### src/rtl/vec_mask_consts.svh
`ifndef VEC_MASK_CONSTS_SVH
`define VEC_MASK_CONSTS_SVH
`define OFF_SPEC_VERSION   8'h08
`define OFF_IRQ_MASK_SET   8'h0c
`define OFF_IRQ_MASK_CLEAR 8'h10
`define OFF_EVT_STATUS     8'h20
`define OFF_EVT_MASK       8'h24
`define OFF_VEC_MODE       8'h28
`define MAJOR_NUMBER       16'h0001
`define MINOR_LEVEL1       8'h00
`define MINOR_LEVEL2       8'h01
`define MINOR_LEVEL3       8'h02
`define MASK_RESET         32'h0000_0000
`define RESP_OKAY          2'b00
`define RESP_SLVERR        2'b10
`define MODE_PIN           2'h0
`define MODE_MSI_SINGLE    2'h1
`define MODE_MSI_MULTI     2'h2
`define MODE_MSIX          2'h3
`endif

### src/rtl/vec_mask_pkg.sv
package vec_mask_pkg;
  typedef struct packed {
    logic [15:0] major_number;
    logic [7:0]  minor_number;
    logic [7:0]  reserved;
  } spec_version_t;
  typedef enum logic [1:0] {
    w_idle,
    w_resp
  } wr_state_t;
endpackage : vec_mask_pkg

### src/rtl/vec_mask_regs.sv
// Design decision made here: the AXI4-Lite interface to the registers.
`timescale 1ns/10ps
`include "vec_mask_consts.svh"
module vec_mask_regs
  import vec_mask_pkg::*;
#(
  parameter logic [1:0] COMPLIANCE = 2'h2
) (
  input  wire logic        aclk,
  input  wire logic        aresetn,
  input  wire logic [7:0]  s_axi_awaddr,
  input  wire logic        s_axi_awvalid,
  output logic             s_axi_awready,
  input  wire logic [31:0] s_axi_wdata,
  input  wire logic [3:0]  s_axi_wstrb,
  input  wire logic        s_axi_wvalid,
  output logic             s_axi_wready,
  output logic [1:0]       s_axi_bresp,
  output logic             s_axi_bvalid,
  input  wire logic        s_axi_bready,
  input  wire logic [7:0]  s_axi_araddr,
  input  wire logic        s_axi_arvalid,
  output logic             s_axi_arready,
  output logic [31:0]      s_axi_rdata,
  output logic [1:0]       s_axi_rresp,
  output logic             s_axi_rvalid,
  input  wire logic        s_axi_rready,
  input  wire logic [31:0] vec_request,
  output logic [31:0]      msi_pending,
  output logic             pin_irq,
  output logic             msi_irq,
  output logic             irq
);
  spec_version_t ver;
  logic [31:0] vec_mask;
  logic [31:0] next_vec_mask;
  logic [31:0] vec_pend;
  logic [31:0] next_vec_pend;
  logic [31:0] evt_status;
  logic [31:0] next_evt_status;
  logic [31:0] evt_mask;
  logic [31:0] next_evt_mask;
  logic [1:0]  vec_mode;
  logic [1:0]  next_vec_mode;
  logic [31:0] msi_pending_r;
  logic [31:0] next_msi_pending;
  logic        pin_irq_r;
  logic        next_pin_irq;
  logic        msi_irq_r;
  logic        next_msi_irq;
  logic        irq_r;
  logic        next_irq;
  logic        aw_got;
  logic        next_aw_got;
  logic        w_got;
  logic        next_w_got;
  logic        awready_r;
  logic        wready_r;
  logic        arready_r;
  logic [7:0]  aw_addr;
  logic [7:0]  next_aw_addr;
  logic [31:0] w_data;
  logic [31:0] next_w_data;
  logic [3:0]  w_strb;
  logic [3:0]  next_w_strb;
  logic        bvalid;
  logic        next_bvalid;
  logic [1:0]  bresp;
  logic [1:0]  next_bresp;
  logic        rvalid;
  logic        next_rvalid;
  logic [1:0]  rresp;
  logic [1:0]  next_rresp;
  logic [31:0] rdata;
  logic [31:0] next_rdata;
  logic        do_wr;
  logic [31:0] wmask;
  logic [31:0] wbits;
  logic [31:0] sync1;
  logic [31:0] next_sync1;
  logic [31:0] sync2;
  logic [31:0] next_sync2;
  logic [31:0] req_prev;
  logic [31:0] next_req_prev;
  logic [31:0] req_rise;
  logic [31:0] vec_fire;
  logic [31:0] vec_hold;
  logic [31:0] vec_live;

  always_comb begin
    ver.major_number = `MAJOR_NUMBER;
    ver.reserved     = 8'h00;
    case (COMPLIANCE)
      2'h0:    ver.minor_number = `MINOR_LEVEL1;
      2'h1:    ver.minor_number = `MINOR_LEVEL2;
      default: ver.minor_number = `MINOR_LEVEL3;
    endcase
  end

  // vector requests come from outside the clock domain
  always_comb begin
    next_sync1    = vec_request;
    next_sync2    = sync1;
    next_req_prev = sync2;
  end

  always_ff @(posedge aclk) begin
    if (!aresetn) begin
      sync1    <= 32'h0;
      sync2    <= 32'h0;
      req_prev <= 32'h0;
    end else begin
      sync1    <= next_sync1;
      sync2    <= next_sync2;
      req_prev <= next_req_prev;
    end
  end
  assign req_rise = sync2 & ~req_prev;

  // per vector: fires once pending and unmasked, held while masked
  for (genvar gi = 0; gi < 32; gi++) begin : g_vec
    assign vec_fire[gi] = vec_pend[gi] & ~vec_mask[gi];
    assign vec_hold[gi] = (vec_pend[gi] | req_rise[gi]) & ~vec_fire[gi];
    assign vec_live[gi] = sync2[gi] & ~vec_mask[gi];
  end

  always_comb begin
    next_aw_got  = aw_got;
    next_w_got   = w_got;
    next_aw_addr = aw_addr;
    next_w_data  = w_data;
    next_w_strb  = w_strb;
    next_bvalid  = bvalid;
    next_bresp   = bresp;
    if (s_axi_awvalid && awready_r) begin
      next_aw_got  = 1'b1;
      next_aw_addr = s_axi_awaddr;
    end
    if (s_axi_wvalid && wready_r) begin
      next_w_got  = 1'b1;
      next_w_data = s_axi_wdata;
      next_w_strb = s_axi_wstrb;
    end
    do_wr = aw_got && w_got && !bvalid;
    if (do_wr) begin
      next_aw_got = 1'b0;
      next_w_got  = 1'b0;
      next_bvalid = 1'b1;
      case (aw_addr)
        `OFF_SPEC_VERSION, `OFF_IRQ_MASK_SET, `OFF_IRQ_MASK_CLEAR,
        `OFF_EVT_STATUS, `OFF_EVT_MASK, `OFF_VEC_MODE: next_bresp = `RESP_OKAY;
        default: next_bresp = `RESP_SLVERR;
      endcase
    end else if (bvalid && s_axi_bready) begin
      next_bvalid = 1'b0;
    end
  end

  always_comb begin
    wmask = {{8{w_strb[3]}}, {8{w_strb[2]}}, {8{w_strb[1]}}, {8{w_strb[0]}}};
    wbits = w_data & wmask;
    next_vec_mask = vec_mask;
    next_evt_mask = evt_mask;
    next_vec_mode = vec_mode;
    next_evt_status = evt_status;
    if (do_wr) begin
      case (aw_addr)
        `OFF_IRQ_MASK_SET:   next_vec_mask = vec_mask | wbits;
        `OFF_IRQ_MASK_CLEAR: next_vec_mask = vec_mask & ~wbits;
        `OFF_EVT_STATUS:     next_evt_status = evt_status & ~wbits;
        `OFF_EVT_MASK:       next_evt_mask = (evt_mask & ~wmask) | wbits;
        `OFF_VEC_MODE:       if (w_strb[0]) next_vec_mode = w_data[1:0];
        default:             next_evt_status = evt_status;
      endcase
    end
    // set wins over a same-cycle clear
    next_evt_status = next_evt_status | req_rise;
    // a request stays pending while masked, then fires on unmask
    next_vec_pend = vec_hold;
    next_msi_pending = vec_fire;
    next_pin_irq = (vec_mode == `MODE_PIN) && |vec_live;
    next_msi_irq = (vec_mode == `MODE_MSI_SINGLE || vec_mode == `MODE_MSI_MULTI)
                   && |vec_fire;
    next_irq = |(evt_status & ~evt_mask);
  end

  always_comb begin
    next_rvalid = rvalid;
    next_rdata  = rdata;
    next_rresp  = rresp;
    if (s_axi_arvalid && !rvalid) begin
      next_rvalid = 1'b1;
      next_rresp  = `RESP_OKAY;
      case (s_axi_araddr)
        `OFF_SPEC_VERSION:   next_rdata = ver;
        // under msi-x the host stays away; reads still answer
        `OFF_IRQ_MASK_SET:   next_rdata = vec_mask;
        `OFF_IRQ_MASK_CLEAR: next_rdata = vec_mask;
        `OFF_EVT_STATUS:     next_rdata = evt_status;
        `OFF_EVT_MASK:       next_rdata = evt_mask;
        `OFF_VEC_MODE:       next_rdata = {30'h0, vec_mode};
        default: begin
          next_rdata = 32'h0;
          next_rresp = `RESP_SLVERR;
        end
      endcase
    end else if (rvalid && s_axi_rready) begin
      next_rvalid = 1'b0;
    end
  end

  // ready stays low from acceptance until the response has been taken
  always_ff @(posedge aclk) begin
    if (!aresetn) begin
      aw_got    <= 1'b0;
      w_got     <= 1'b0;
      aw_addr   <= 8'h0;
      w_data    <= 32'h0;
      w_strb    <= 4'h0;
      bvalid    <= 1'b0;
      bresp     <= `RESP_OKAY;
      awready_r <= 1'b1;
      wready_r  <= 1'b1;
    end else begin
      aw_got    <= next_aw_got;
      w_got     <= next_w_got;
      aw_addr   <= next_aw_addr;
      w_data    <= next_w_data;
      w_strb    <= next_w_strb;
      bvalid    <= next_bvalid;
      bresp     <= next_bresp;
      awready_r <= !next_aw_got && !next_bvalid;
      wready_r  <= !next_w_got && !next_bvalid;
    end
  end

  always_ff @(posedge aclk) begin
    if (!aresetn) begin
      rvalid    <= 1'b0;
      rresp     <= `RESP_OKAY;
      rdata     <= 32'h0;
      arready_r <= 1'b1;
    end else begin
      rvalid    <= next_rvalid;
      rresp     <= next_rresp;
      rdata     <= next_rdata;
      arready_r <= !next_rvalid;
    end
  end

  always_ff @(posedge aclk) begin
    if (!aresetn) begin
      vec_mask      <= `MASK_RESET;
      vec_pend      <= 32'h0;
      evt_status    <= 32'h0;
      evt_mask      <= 32'hffff_ffff;
      vec_mode      <= `MODE_PIN;
      msi_pending_r <= 32'h0;
      pin_irq_r     <= 1'b0;
      msi_irq_r     <= 1'b0;
      irq_r         <= 1'b0;
    end else begin
      vec_mask      <= next_vec_mask;
      vec_pend      <= next_vec_pend;
      evt_status    <= next_evt_status;
      evt_mask      <= next_evt_mask;
      vec_mode      <= next_vec_mode;
      msi_pending_r <= next_msi_pending;
      pin_irq_r     <= next_pin_irq;
      msi_irq_r     <= next_msi_irq;
      irq_r         <= next_irq;
    end
  end

  assign s_axi_awready = awready_r;
  assign s_axi_wready  = wready_r;
  assign s_axi_bvalid  = bvalid;
  assign s_axi_bresp   = bresp;
  assign s_axi_arready = arready_r;
  assign s_axi_rvalid  = rvalid;
  assign s_axi_rdata   = rdata;
  assign s_axi_rresp   = rresp;
  assign msi_pending   = msi_pending_r;
  assign pin_irq       = pin_irq_r;
  assign msi_irq       = msi_irq_r;
  assign irq           = irq_r;
endmodule : vec_mask_regs

### config.mk
export PLATFORM = sky130hd
export DESIGN_NAME = vec_mask_regs
export DESIGN_NICKNAME = d
export VERILOG_FILES = /design/src/rtl/vec_mask_pkg.sv /design/src/rtl/vec_mask_regs.sv
export VERILOG_INCLUDE_DIRS = /design/src /design/src/rtl
export SDC_FILE = /design/constraint.sdc
export NUM_CORES = 1
export LEC_CHECK = 0
export ABC_AREA = 1
export BUFFER_PORTS_ARGS = -buffer_cell sky130_fd_sc_hd__clkbuf_2
export CORE_ASPECT_RATIO = 1.25
export CORE_MARGIN = 2
export CORE_UTILIZATION = 35
export CTS_BUF_LIST = sky130_fd_sc_hd__clkbuf_4
export DETAILED_ROUTE_END_ITERATION = 8
export PLACE_DENSITY = 0.52
export SETUP_SLACK_MARGIN = 0.05
export SYNTH_ARGS = -nofsm -noshare
export SYNTH_HDL_FRONTEND = slang
export SYNTH_SLANG_ARGS = --single-unit
### constraint.sdc
create_clock -name aclk -period 2.3 [get_ports aclk]
set_input_delay 0.69 -clock aclk [delete_from_list [all_inputs] [get_ports aclk]]
set_output_delay 0.69 -clock aclk [all_outputs]
set_load 0.01 [all_outputs]
==> results.cfg <==
[global_route]
grt_pass1_vias = 11400
gr-total-overflow = 0
grt_pass1_wl_um = 58800
grt_max_degree = 58
grt_usage_pct = 19.0
grt_antenna_before_repair = 1

[route]
drc = 0
antenna_left = 0
route.vias.total = 11500
wl_um = 36700
wl_per_cell_um = 14.7
viasPerCell = 4.62
dr.pass1.iters = 5
first_iter_violations = 518

[critical_path]
crit_chain = clkbuf_2
cp_max_fo = 2
startpoint = s_axi_rdata[27]$_SDFFE_PN0P_
ff2ff_setup_slack_ns = 0.53
critPathTopFamily = flip-flops
worst_setup_path_start_kind = flop
cp-end-kind = primary output
slowest_delay_ns = 0.40
crit_arrival_ns = 1.36
required_ns = 1.61
reg2reg_depth = 6
slowest_stage = dfxtp_1
worstSetupPathType = reg2out
timing.rr.start = w_got$_SDFF_PN0_
crit_buf_inv = 1

[place]
routabilityCongestion = 0.770
post-place-ws_ns = 0.0874
numPortBuffers = 164
post-dp-hpwl_um = 25300

[power]
powerDensity_nw_per_um2 = 793
p_leak_uw = 0.00760
peakVddDrop_v = 0.000345

[timing]
max_freq_mhz = 488
worst_pin_slew_ns = 0.565
slew_viol_final = 0
setup_viol = 0
worst_clock_skew_ns = 0.0809
fin_tns_setup_ns = 0
layout_setup_ws_ns = 0.250
relSlewSlack_pct = 62.0
hold_viol = 0
rsz0062_at_grt = false
fin_crit_sh_pct = 89.1
layout_min_cycle_time_ns = 2.05

[clocking]
htree_levels = 3
cts-root-buf = clkbuf_4
insertion_delay_ns = 0.80
path_clk_slew_ns = 0.07
cts_buffers = 90
cts_sinks = 346
cts_tree = done
cts_buffer_depth = 3

[yosys]
yosysTopAreaCell = dfxtp_1
ys_async_sr_fraction_pct = 0
syn_area_um2 = 13200
synth_seq_cells = 346
yosysSeqAreaShare_pct = 52.6
syn_area_per_cell_um2 = 7.62
synth_ff_type = dfxtp_1
ys_warn_count = 0
yosysTopAreaCellShare_pct = 52.6
synthCells = 1730
ys_top_cells_by_count = 418 x nand2_1, 346 x dfxtp_1, 269 x inv_1
yosysUniqueCellTypes = 36
synth_area_leaders = dfxtp_1 53%, nand2_1 12%, inv_1 7.7%
synth_enable_flop_cells = 0
synth.most_common_cell = nand2_1

[cells_and_area]
syn2layout_area_growth_pct = 19.2
fin_nets = 2035
drive_above_1_share_pct = 19.4
multiInputGateArea_um2 = 4840
regArea_um2 = 6930
n_fill_cell = 3972

[floorplanning]
die_w_um = 178
die_area_um2 = 39200
pin_count = 167
rows = 79
initial_core_util_pct = 35.4
chipHeight_um = 221
core_um2 = 37200

[min_path]
holdPathEnd = next_sync2[27]$_SDFF_PN0_
hp-class = in2reg
min-delay-start = vec_request[27]
holdPathStages = 3

[run_status]
outcome = completed

[job]
cap_violations = 0
==> cell families (layout without fill, tap and decap cells) <==
family | count (synthesis) | in the layout | synth area share (%)
AND/OR/NAND/NOR | 681 | 681 | 21.5
buffers and inverters | 354 | 625 | 10.8
AO/OA/AOI/OAI | 347 | 347 | 15.0
flip-flops | 346 | 346 | 52.6
adder cells (fa/ha/maj) | 1 | 1 | 0.0950
other | 1 | 3 | 0.0285
==> through the flow <==
step                      instance area [um2]  utilization, %  hold WS (ns)  std cells  power (uW)
after floorplan                         13200               -         0.390       1731        7040
after global placement                  14600            39.2         0.391       2334        7430
after detailed placement                14600            39.2         0.397       2334        7450
after CTS                               15700            42.2       0.00101       2488       12700
after global routing                    15700            42.3        0.0403       2489       13100
final                                   15700            42.3        0.0825       2489       12500
==> area by class of cell <==
class | count | area share [%]
repair buffers | 197 | 7.61
flip-flops and latches | 346 | 44.1
clock inverters | 22 | 0.789
inverters | 277 | 6.64
clock buffers | 129 | 6.17
multi-input cells | 1031 | 30.8
diodes | 1 | 0.0159
well taps | 486 | 3.87
==> where the power goes <==
group	total (uW)	internal (uW)	switching, uW
Clock	5150	2670	2480
Combinational	951	324	627
Sequential	6350	6230	122
Total	12500	9230	3220
==> worst min-delay path, stage by stage <==
cell and delay [ns]:
clkbuf_2 0.07, nand2_1 0.04, inv_1 0.04
==> worst max-delay path by stage <==
stage               depth (start not counted)                            to
global placement                           11   s_axi_rdata[0]$_SDFFE_PN0P_
detailed placement                         11   s_axi_rdata[0]$_SDFFE_PN0P_
global route                                1               s_axi_rdata[30]
floorplan                                  10  s_axi_rdata[30]$_SDFFE_PN0P_
finish                                      1               s_axi_rdata[27]
CTS                                         1               s_axi_rdata[16]
==> placed cells by master, fill, tap and decap left out, types with 3 or more instances in the layout <==
master	count
a211oi_1	47
a21oi_1	152
a22o_1	3
a22oi_1	5
buf_12	9
buf_4	21
clkbuf_2	163
clkbuf_4	129
clkinv_1	22
dfxtp_1	346
dlygate4sd3_1	3
inv_1	268
inv_2	3
nand2_1	417
nand2_2	5
nand3_1	40
nor2_1	146
nor2_2	7
nor2_4	4
nor3_1	26
o211ai_2	8
o21ai_0	89
o21ai_1	16
o22ai_1	21
or2_2	28
==> per-layer routing <==
layer,routed length (um),GRT usage [%],vias up
li1,-,-,5908
met1,16100,23.1,5266
met2,17800,32.3,273
met3,2010,4.16,49
met4,863,7.77,0
met5,0,0,-
==> timing repair <==
| action | CTS | global route |
|---|---|---|
| endpoints found under the hold margin | 3 | 0 |
| buffers inserted | 0 | 0 |
| hold buffers | 3 | 0 |
| resized for setup | 0 | 0 |
No activity file was read; power rests on OpenSTA's default activity.
